<file path="src/logic/timer_defs.vh">
// register offsets, field positions, reset values for the timer unit
`ifndef TIMER_DEFS_VH
`define TIMER_DEFS_VH
// byte addresses of the register words
`define OFS_STATUS_CONTROL 8'h00
`define OFS_COUNT_HIGH     8'h04
`define OFS_COUNT_LOW      8'h08
`define OFS_MODULO         8'h0c
`define OFS_CHANNEL_CFG    8'h10
`define OFS_IRQ_STATUS     8'h14
`define OFS_IRQ_MASK       8'h18
// status control field positions
`define SC_DIV_LSB         0
`define SC_CLEAR_BIT       4
`define SC_HALT_BIT        5
`define SC_ROLL_IE_BIT     6
`define SC_ROLL_FLAG_BIT   7
// channel config field positions
`define CC_CH0_OUT_BIT     0
`define CC_CH1_OUT_BIT     1
`define CC_CH0_BUF_BIT     2
`define CC_CH0_PWM_BIT     3
// reset values
`define RST_HALT           1'b1
`define RST_DIV            3'h0
`define RST_MODULO         16'hffff
`define RST_COUNT          16'h0000
// unavailable divide code
`define DIV_CODE_NONE      3'h7
// axi responses
`define RESP_OKAY          2'b00
`define RESP_SLVERR        2'b10
`endif

</file>
<file path="src/logic/prescaler.v">
// free-running bus clock divider with a selectable tick tap
`include "timer_defs.vh"
module prescaler #(
	parameter WIDTH = 6
) (
	input  wire       aclk,
	input  wire       aresetn,
	input  wire       clear,
	input  wire       hold,
	input  wire [2:0] sel,
	output wire       tick
);
	reg  [WIDTH-1:0] div_reg;   // divider state
	reg  [WIDTH-1:0] div_next;  // next divider state
	reg  [WIDTH-1:0] tap_mask;  // low bits that must be all ones
	reg              tick_c;    // selected tap tick

	// -------------------------------------------------------------
	// divider
	// -------------------------------------------------------------
	// hold while halted, clear on counter clear strobe
	always @*
	begin
		div_next = div_reg + {{(WIDTH-1){1'b0}}, 1'b1};
		if (clear)
			div_next = {WIDTH{1'b0}};
		else if (hold)
			div_next = div_reg;
	end

	always @(posedge aclk)
	begin
		if (!aresetn)
			div_reg <= {WIDTH{1'b0}};
		else
			div_reg <= div_next;
	end

	// -------------------------------------------------------------
	// tap select
	// -------------------------------------------------------------
	// tick when the low sel bits are all ones; code 7 gives no tick
	always @*
	begin
		tap_mask = ({WIDTH{1'b1}} >> (WIDTH - sel));
		tick_c   = 1'b0;
		if (sel == 3'h0)
			tick_c = 1'b1;
		else if (sel != `DIV_CODE_NONE)
			tick_c = ((div_reg & tap_mask) == tap_mask);
	end

	assign tick = tick_c & ~hold & ~clear;
endmodule // prescaler

</file>
<file path="src/logic/timer_counter_prescaler_core.v">
// timer unit core: prescaler, counter, latched byte reads, axi4-lite slave
`include "timer_defs.vh"
// Contract
// - timer keeps counting during wait mode
// - registers unreachable during wait mode
// - enabled timer interrupt wakes from wait
// - stop mode freezes timer, preserves all state
// - resumes from preserved state after stop
// - each channel pin capture or compare
// - channel zero supports buffered compare, pwm; the buffer bit is never used, so compare is unbuffered
// - clear strobe resets counter and prescaler only; it also releases the low byte buffer
// - clear strobe self-clears, reads zero
// - halt plus clear holds counter at zero
// - divide select picks bus clock divide
// - counter bytes read-only, cleared by reset
// - high read latches low byte
// - buffer released only by low read; the clear strobe also releases it
// - rollover flag at modulo, gated interrupt
module timer_counter_prescaler_core #(
	parameter CNT_WIDTH = 16
) (
	input  wire        aclk,
	input  wire        aresetn,
	input  wire        wait_mode,
	input  wire        stop_mode,
	input  wire [7:0]  s_axi_awaddr,
	input  wire        s_axi_awvalid,
	output wire        s_axi_awready,
	input  wire [31:0] s_axi_wdata,
	input  wire [3:0]  s_axi_wstrb,
	input  wire        s_axi_wvalid,
	output wire        s_axi_wready,
	output wire [1:0]  s_axi_bresp,
	output wire        s_axi_bvalid,
	input  wire        s_axi_bready,
	input  wire [7:0]  s_axi_araddr,
	input  wire        s_axi_arvalid,
	output wire        s_axi_arready,
	output wire [31:0] s_axi_rdata,
	output wire [1:0]  s_axi_rresp,
	output wire        s_axi_rvalid,
	input  wire        s_axi_rready,
	input  wire        ch0_in,
	input  wire        ch1_in,
	output wire        ch0_out,
	output wire        ch0_oe,
	output wire        ch1_out,
	output wire        ch1_oe,
	output wire        capture0,
	output wire        capture1,
	output wire        irq
);
	// -------------------------------------------------------------
	// declarations
	// -------------------------------------------------------------
	reg  [CNT_WIDTH-1:0] count_reg;       // counter value
	reg  [CNT_WIDTH-1:0] modulo_reg;      // rollover value
	reg  [7:0]           low_buf_reg;     // latched low byte
	reg                  low_held_reg;    // low byte buffer in use
	reg  [2:0]           div_sel_reg;     // clock divide select
	reg                  halt_reg;        // counter halt
	reg                  clear_reg;       // counter clear strobe
	reg                  roll_ie_reg;     // rollover irq enable
	reg                  roll_flag_reg;   // rollover flag
	reg  [3:0]           chan_cfg_reg;    // channel pin config
	reg  [1:0]           irq_stat_reg;    // sticky events: roll, capture
	reg  [1:0]           irq_mask_reg;    // mask of irq status
	reg                  ch0_in_d_reg;    // previous channel zero input
	reg                  ch1_in_d_reg;    // previous channel one input
	reg                  aw_held_reg;     // write address taken
	reg                  w_held_reg;      // write data taken
	reg  [7:0]           aw_addr_reg;     // held write address
	reg  [31:0]          w_data_reg;      // held write data
	reg  [3:0]           w_strb_reg;      // held write strobes
	reg                  bvalid_reg;      // write response pending
	reg  [1:0]           bresp_reg;       // write response code
	reg                  rvalid_reg;      // read data pending
	reg  [31:0]          rdata_reg;       // read data
	reg  [1:0]           rresp_reg;       // read response code
	reg  [31:0]          rd_word;         // decoded read word
	reg                  rd_ok;           // read address mapped
	wire                 tick;            // prescaled counter tick
	wire                 run;             // timer clock active
	wire                 wr_fire;         // write performed this cycle
	wire                 rd_fire;         // read performed this cycle
	wire                 bus_open;        // cpu may reach registers
	wire                 wr_ok;           // write address mapped
	wire                 at_modulo;       // counter at rollover value
	wire                 wr_sc;           // status control written
	wire                 cap_evt;         // capture edge on any input pin
	wire [7:0]           sc_byte;         // status control read view

	// stop mode freezes the timer; wait mode keeps it running
	assign run      = ~stop_mode;
	assign bus_open = ~wait_mode & ~stop_mode;

	// -------------------------------------------------------------
	// prescaler
	// -------------------------------------------------------------
	// held while halted or stopped, cleared by the strobe
	prescaler #(
		.WIDTH (6)
	) u_prescaler (
		.aclk    (aclk),
		.aresetn (aresetn),
		.clear   (clear_reg),
		.hold    (halt_reg | ~run),
		.sel     (div_sel_reg),
		.tick    (tick)
	);

	// -------------------------------------------------------------
	// axi4-lite write path
	// -------------------------------------------------------------
	// address and data are taken once each and held until the write is done
	// in wait or stop the held write waits for the bus to reopen
	assign s_axi_awready = ~aw_held_reg & ~bvalid_reg;
	assign s_axi_wready  = ~w_held_reg & ~bvalid_reg;
	assign wr_fire = aw_held_reg & w_held_reg & ~bvalid_reg & bus_open;
	assign wr_ok   = (aw_addr_reg == `OFS_STATUS_CONTROL) | (aw_addr_reg == `OFS_MODULO) |
		(aw_addr_reg == `OFS_CHANNEL_CFG) | (aw_addr_reg == `OFS_IRQ_STATUS) |
		(aw_addr_reg == `OFS_IRQ_MASK);
	assign wr_sc   = wr_fire & (aw_addr_reg == `OFS_STATUS_CONTROL) & w_strb_reg[0];
	assign s_axi_bvalid = bvalid_reg;
	assign s_axi_bresp  = bresp_reg;

	// capture address and data in either order, answer when both held
	always @(posedge aclk)
	begin
		if (!aresetn)
		begin
			aw_held_reg <= 1'b0;
			w_held_reg  <= 1'b0;
			aw_addr_reg <= 8'h00;
			w_data_reg  <= 32'h00000000;
			w_strb_reg  <= 4'h0;
			bvalid_reg  <= 1'b0;
			bresp_reg   <= `RESP_OKAY;
		end
		else
		begin
			if (s_axi_awvalid && s_axi_awready)
			begin
				aw_held_reg <= 1'b1;
				aw_addr_reg <= {s_axi_awaddr[7:2], 2'b00};
			end
			if (s_axi_wvalid && s_axi_wready)
			begin
				w_held_reg <= 1'b1;
				w_data_reg <= s_axi_wdata;
				w_strb_reg <= s_axi_wstrb;
			end
			if (wr_fire)
			begin
				// transaction finishes, respond
				aw_held_reg <= 1'b0;
				w_held_reg  <= 1'b0;
				bvalid_reg  <= 1'b1;
				bresp_reg   <= wr_ok ? `RESP_OKAY : `RESP_SLVERR;
			end
			else if (bvalid_reg && s_axi_bready)
				bvalid_reg <= 1'b0;
		end
	end

	// -------------------------------------------------------------
	// control registers
	// -------------------------------------------------------------
	// written fields; the clear strobe lasts one cycle
	always @(posedge aclk)
	begin
		if (!aresetn)
		begin
			div_sel_reg  <= `RST_DIV;
			halt_reg     <= `RST_HALT;
			clear_reg    <= 1'b0;
			roll_ie_reg  <= 1'b0;
			modulo_reg   <= `RST_MODULO;
			chan_cfg_reg <= 4'h0;
			irq_mask_reg <= 2'b00;
		end
		else
		begin
			// strobe drops once the counter has been reset
			clear_reg <= 1'b0;
			if (wr_sc)
			begin
				div_sel_reg <= w_data_reg[`SC_DIV_LSB+2:`SC_DIV_LSB];
				clear_reg   <= w_data_reg[`SC_CLEAR_BIT];
				halt_reg    <= w_data_reg[`SC_HALT_BIT];
				roll_ie_reg <= w_data_reg[`SC_ROLL_IE_BIT];
			end
			if (wr_fire && aw_addr_reg == `OFS_MODULO)
			begin
				if (w_strb_reg[0])
					modulo_reg[7:0] <= w_data_reg[7:0];
				if (w_strb_reg[1])
					modulo_reg[15:8] <= w_data_reg[15:8];
			end
			if (wr_fire && aw_addr_reg == `OFS_CHANNEL_CFG && w_strb_reg[0])
				chan_cfg_reg <= w_data_reg[3:0];
			if (wr_fire && aw_addr_reg == `OFS_IRQ_MASK && w_strb_reg[0])
				irq_mask_reg <= w_data_reg[1:0];
		end
	end

	// -------------------------------------------------------------
	// counter
	// -------------------------------------------------------------
	// compare against the rollover value on every cycle
	assign at_modulo = (count_reg == modulo_reg);

	// clear wins, then halt, then ticks; halt with clear rests at zero
	always @(posedge aclk)
	begin
		if (!aresetn)
			count_reg <= `RST_COUNT;
		else if (clear_reg)
			count_reg <= `RST_COUNT;
		else if (tick && run)
		begin
			if (at_modulo)
				count_reg <= `RST_COUNT;
			else
				count_reg <= count_reg + {{(CNT_WIDTH-1){1'b0}}, 1'b1};
		end
	end

	// -------------------------------------------------------------
	// flags and interrupts
	// -------------------------------------------------------------
	// any level change on an input-mode pin counts as a capture
	assign cap_evt = (~chan_cfg_reg[`CC_CH0_OUT_BIT] & (ch0_in ^ ch0_in_d_reg)) |
		(~chan_cfg_reg[`CC_CH1_OUT_BIT] & (ch1_in ^ ch1_in_d_reg));

	// set beats clear; write one to clear
	always @(posedge aclk)
	begin
		if (!aresetn)
		begin
			roll_flag_reg <= 1'b0;
			irq_stat_reg  <= 2'b00;
			ch0_in_d_reg  <= 1'b0;
			ch1_in_d_reg  <= 1'b0;
		end
		else if (run)
		begin
			ch0_in_d_reg <= ch0_in;
			ch1_in_d_reg <= ch1_in;
			if (tick && at_modulo && !clear_reg)
				roll_flag_reg <= 1'b1;
			else if (wr_sc && w_data_reg[`SC_ROLL_FLAG_BIT])
				roll_flag_reg <= 1'b0;
			irq_stat_reg[0] <= (tick & at_modulo & ~clear_reg) |
				(irq_stat_reg[0] & ~(wr_fire & (aw_addr_reg == `OFS_IRQ_STATUS) &
				w_data_reg[0]));
			irq_stat_reg[1] <= cap_evt |
				(irq_stat_reg[1] & ~(wr_fire & (aw_addr_reg == `OFS_IRQ_STATUS) &
				w_data_reg[1]));
		end
	end

	// level interrupt, also the wake request out of wait mode
	// a masked status bit keeps its value but raises nothing
	assign irq = (roll_flag_reg & roll_ie_reg) | (|(irq_stat_reg & irq_mask_reg));

	// -------------------------------------------------------------
	// channel pins
	// -------------------------------------------------------------
	// channel zero drives the pwm level whenever the pwm bit is set
	// an output enable high means the pin drives a compare level
	assign ch0_oe  = chan_cfg_reg[`CC_CH0_OUT_BIT];
	assign ch1_oe  = chan_cfg_reg[`CC_CH1_OUT_BIT];
	assign ch0_out = chan_cfg_reg[`CC_CH0_PWM_BIT] ? ~at_modulo : roll_flag_reg;
	assign ch1_out = roll_flag_reg;
	assign capture0 = ~chan_cfg_reg[`CC_CH0_OUT_BIT] & (ch0_in ^ ch0_in_d_reg);
	assign capture1 = ~chan_cfg_reg[`CC_CH1_OUT_BIT] & (ch1_in ^ ch1_in_d_reg);

	// -------------------------------------------------------------
	// axi4-lite read path
	// -------------------------------------------------------------
	// no new read while an answer is pending or the cpu sleeps
	// the counter bytes come straight from the counter, or from the buffer
	assign s_axi_arready = ~rvalid_reg & bus_open;
	assign rd_fire = s_axi_arvalid & s_axi_arready;
	assign sc_byte = {roll_flag_reg, roll_ie_reg, halt_reg, 1'b0, 1'b0, div_sel_reg};
	assign s_axi_rvalid = rvalid_reg;
	assign s_axi_rdata  = rdata_reg;
	assign s_axi_rresp  = rresp_reg;

	// read decode; counter bytes are read-only views
	always @*
	begin
		rd_word = 32'h00000000;
		rd_ok   = 1'b1;
		case ({s_axi_araddr[7:2], 2'b00})
			`OFS_STATUS_CONTROL: rd_word = {24'h000000, sc_byte};
			`OFS_COUNT_HIGH:     rd_word = {24'h000000, count_reg[15:8]};
			`OFS_COUNT_LOW:      rd_word = {24'h000000,
				low_held_reg ? low_buf_reg : count_reg[7:0]};
			`OFS_MODULO:         rd_word = {16'h0000, modulo_reg};
			`OFS_CHANNEL_CFG:    rd_word = {28'h0000000, chan_cfg_reg};
			`OFS_IRQ_STATUS:     rd_word = {30'h0, irq_stat_reg};
			`OFS_IRQ_MASK:       rd_word = {30'h0, irq_mask_reg};
			default:             rd_ok = 1'b0;
		endcase
	end

	// one-slot read response and low byte buffer
	always @(posedge aclk)
	begin
		if (!aresetn)
		begin
			rvalid_reg   <= 1'b0;
			rdata_reg    <= 32'h00000000;
			rresp_reg    <= `RESP_OKAY;
			low_buf_reg  <= 8'h00;
			low_held_reg <= 1'b0;
		end
		else
		begin
			if (rd_fire)
			begin
				rvalid_reg <= 1'b1;
				rdata_reg  <= rd_word;
				rresp_reg  <= rd_ok ? `RESP_OKAY : `RESP_SLVERR;
			end
			else if (rvalid_reg && s_axi_rready)
				rvalid_reg <= 1'b0;
			if (clear_reg)
				low_held_reg <= 1'b0;
			else if (rd_fire && {s_axi_araddr[7:2], 2'b00} == `OFS_COUNT_HIGH && !low_held_reg)
			begin
				low_buf_reg  <= count_reg[7:0];
				low_held_reg <= 1'b1;
			end
			else if (rd_fire && {s_axi_araddr[7:2], 2'b00} == `OFS_COUNT_LOW)
				low_held_reg <= 1'b0;
		end
	end
endmodule // timer_counter_prescaler_core

</file>
<file path="config.mk">
export PLATFORM = sky130hd
export DESIGN_NAME = timer_counter_prescaler_core
export DESIGN_NICKNAME = d
export VERILOG_FILES = /design/src/logic/prescaler.v /design/src/logic/timer_counter_prescaler_core.v
export VERILOG_INCLUDE_DIRS = /design/src /design/src/logic
export SDC_FILE = /design/constraint.sdc
export NUM_CORES = 1
export LEC_CHECK = 0
export BUFFER_PORTS_ARGS = -buffer_cell sky130_fd_sc_hd__buf_2
export CORE_UTILIZATION = 45
export DETAILED_ROUTE_END_ITERATION = 6
export PLACE_DENSITY = 0.65
export SETUP_SLACK_MARGIN = 0.5
export SLEW_MARGIN = 20
export SYNTH_ARGS = -nofsm -noshare
export SYNTH_HDL_FRONTEND = slang
export SYNTH_SLANG_ARGS = --single-unit
</file>
<file path="constraint.sdc">
create_clock -name aclk -period 3.27 [get_ports aclk]
set_input_delay 0.654 -clock aclk [delete_from_list [all_inputs] [get_ports aclk]]
set_output_delay 0.654 -clock aclk [all_outputs]
set_load 0.02 [all_outputs]
</file>
==> qor.yml <==
pwr:
  seq_power_share_pct: 49.0
  combPwrFrac_pct: 7.3
  p_sw_uw: 695
  switching_share_pct: 24.6
  p_int_mw: 2.14
  clockPowerShare_pct: 43.6
  vdd_ir_drop_max_mv: 0.249
  p_per_area_nw_per_um2: 467
  p_leak_nw: 2.44
critical_path:
  cp-end-kind: "output port"
  slowest_delay_ps: 470
  critPathTopFamily: "simple AND/OR/NAND/NOR gates"
  cp_max_fo: 5
  r2r_slack_ps: 710
  crit_path_start_kind: "flip-flop"
  path_depth: 5
  cp.arrival_ps: 1980
  reg2reg_depth: 7
  cp_num_buf_inv: 1
  slowest_stage: "dfxtp_1"
  timing.setup.critical_path_class: "reg2out"
  path_cells: "xor2_1, nor4_1, nand4_1, mux2_2, buf_2"
  critPathRequiredTime_ps: 2620
outcome:
  status: "complete, but fails checks"
  violations: "DRC"
clock_network:
  cts_buffer_depth: 2
  cts_buffers: 9
  cts.sinks: 110
  cts_tree: "yes"
  path_clk_slew_ps: 80
  clk_latency_ps: 360
  htree_levels: 3
  cts_root_buf: "clkbuf_16"
layout:
  mostFrequentLayoutCells: "109 x dfxtp_1, 80 x nand2_1, 70 x buf_2"
  fillers: 1070
  syn_to_final_growth_pct: 12.6
  layout_commonest_cell: "dfxtp_1"
  num_antenna_cells: 0
  drive_above_1_share_pct: 17.2
  layout.nets: 719
synth:
  synth.top_cell.area_share_pct: 40.9
  synth_edf_count: 0
  ys_warn_count: 0
  syn-cell-area_um2: 5380
  async_flop_share_pct: 0
  synth_top_area_cell: "dfxtp_1"
  ys_ff_latch: 110
  synth_area_leaders: "dfxtp_1 41%, mux2i_1 8.7%, nand2_1 5.6%"
  yosysSeqAreaShare_pct: 40.9
  synthCells: 602
  synth_ff_type: "dfxtp_1"
  yosysUniqueCellTypes: 61
  synth.avg_cell_area_um2: 8.93
route:
  wire_per_inst_um: 15.7
  drt_iter0_markers: 214
  drc_errors: 10
  vias: 4394
  drt-pass1-iter-count: 7
  ant_nets: 0
  via_per_inst: 5.50
  routed_wl_mm: 12.5
floorplan:
  fp-row-count: 39
  die_x_um: 111
  fp.dieH_um: 111
  ioPinCount: 111
  core_um2: 11500
  initial_core_util_pct: 46.7
  die_area_um2: 12400
global_route:
  groute.usage.overall_pct: 21.1
  grt_antenna_before_repair: 0
  grt_pass1_vias: 4193
  grt_pass1_wl_mm: 20.9
  grt.overflow.total: 0
  grt_max_degree: 87
sta:
  skew_ps: 5.19
  max-slew-margin-rel_pct: 52.1
  rsz0062_at_grt: "no"
  layout_worst_path_cycle_share_pct: 80.4
  drv_slew: 0
  finalWorstSetupSlack_ps: 641
  worstMarginPinSlew_ps: 718
  finalHoldViolCount: 0
  setup_violations: 0
  fin_crit_ps: 2630
  tns_ps: 0
  fmax_ghz: 0.380
placement:
  io_buffer_count: 70
  dp_slack_ps: 571
  dpl.hpwl_mm: 9.09
  gp_congestion: 0.832
flow_run:
  drv_cap: 0
min_path:
  hold_depth: 2
  hp-class: "reg2reg"
-- worst register-to-register path: stages, from the launching register on --
cell       delay, ps
dfxtp_1          480
inv_2             70
ha_1             350
a21boi_0         140
a2bb2oi_1        150
o22a_2           420
o31ai_4          710
a21oi_1          100
-- cells in the mapped netlist (all sizes together) (6+ instances only) --
library cell,n
or4,6
nor3,8
o21ai,22
a21boi,32
xor2,19
clkbuf,20
nor2,29
nand2b,7
inv,10
nor4,7
mux2i,47
nand3,18
or3,11
buf,34
a21oi,29
nor2b,30
dfxtp,110
nand4,12
nand2,80
o31ai,7
-- metal layers --
| metal | GRT usage (%) | share of wire (%) |
|---|---|---|
| met1 | 26.8 | 46 |
| met2 | 35.8 | 49 |
| met3 | 2.90 | 3.1 |
| met4 | 9.19 | 2.5 |
| met5 | 0 | 0 |
-- power by group through the flow --
stage | combinational [mW] | clock (mW) | sequential [mW]
after floorplan | 0.160 | 0 | 1.42
final | 0.207 | 1.24 | 1.39
after CTS | 0.209 | 1.26 | 1.39
after global placement | 0.203 | 0 | 1.42
after detailed placement | 0.208 | 0 | 1.42
after global routing | 0.229 | 1.32 | 1.39
-- cell families after synthesis --
| family | Yosys count | share of synthesized area [%] |
|---|---|---|
| flops | 110 | 40.9 |
| simple gates | 225 | 21.7 |
| fa+ha+maj | 5 | 1.16 |
| compound gates | 118 | 14.9 |
| mux | 55 | 11.1 |
| xor+xnor | 24 | 3.91 |
| other cells | 1 | 0.0697 |
| buf+inv | 64 | 6.24 |
-- final cells by class --
cell class	instances	area, µm²	share of cell area [%]
tap	143	179	2.95
clock buffer	9	225	3.72
sequential	110	2200	36.4
inverter	10	37.5	0.620
timing repair buffer	75	388	6.40
multi-input combinational	445	2910	48.1
clock inverter	7	113	1.86
-- worst paths after layout --
check | end | startpoint
setup / recovery | ch0_out | count_reg[9]$_SDFFE_PP0P_
hold / removal | clear_reg$_SDFF_PN0_ | w_data_reg[4]$_SDFFE_PN0P_
setup reg to reg | count_reg[11]$_SDFFE_PP0P_ | div_sel_reg[0]$_SDFFE_PN0P_
hold reg to reg | clear_reg$_SDFF_PN0_ | w_data_reg[4]$_SDFFE_PN0P_
-- through the flow --
stage,hold WS [ps],util (%),cells,power (mW),instance area [µm²]
after floorplan,422,-,619,1.58,5440
after detailed placement,456,49.6,782,1.63,5710
after CTS,469,52.6,799,2.85,6060
after global placement,447,49.6,782,1.62,5710
final,462,52.6,799,2.83,6060
after global routing,479,52.6,799,2.94,6060
-- timing repair --
action,in CTS,in global routing
buffers inserted,1,0
gates resized for setup,1,0
setup endpoints to repair,1,0
hold buffers,0,0
endpoints found under the hold margin,0,0
No activity file was read; power rests on OpenSTA's default activity.
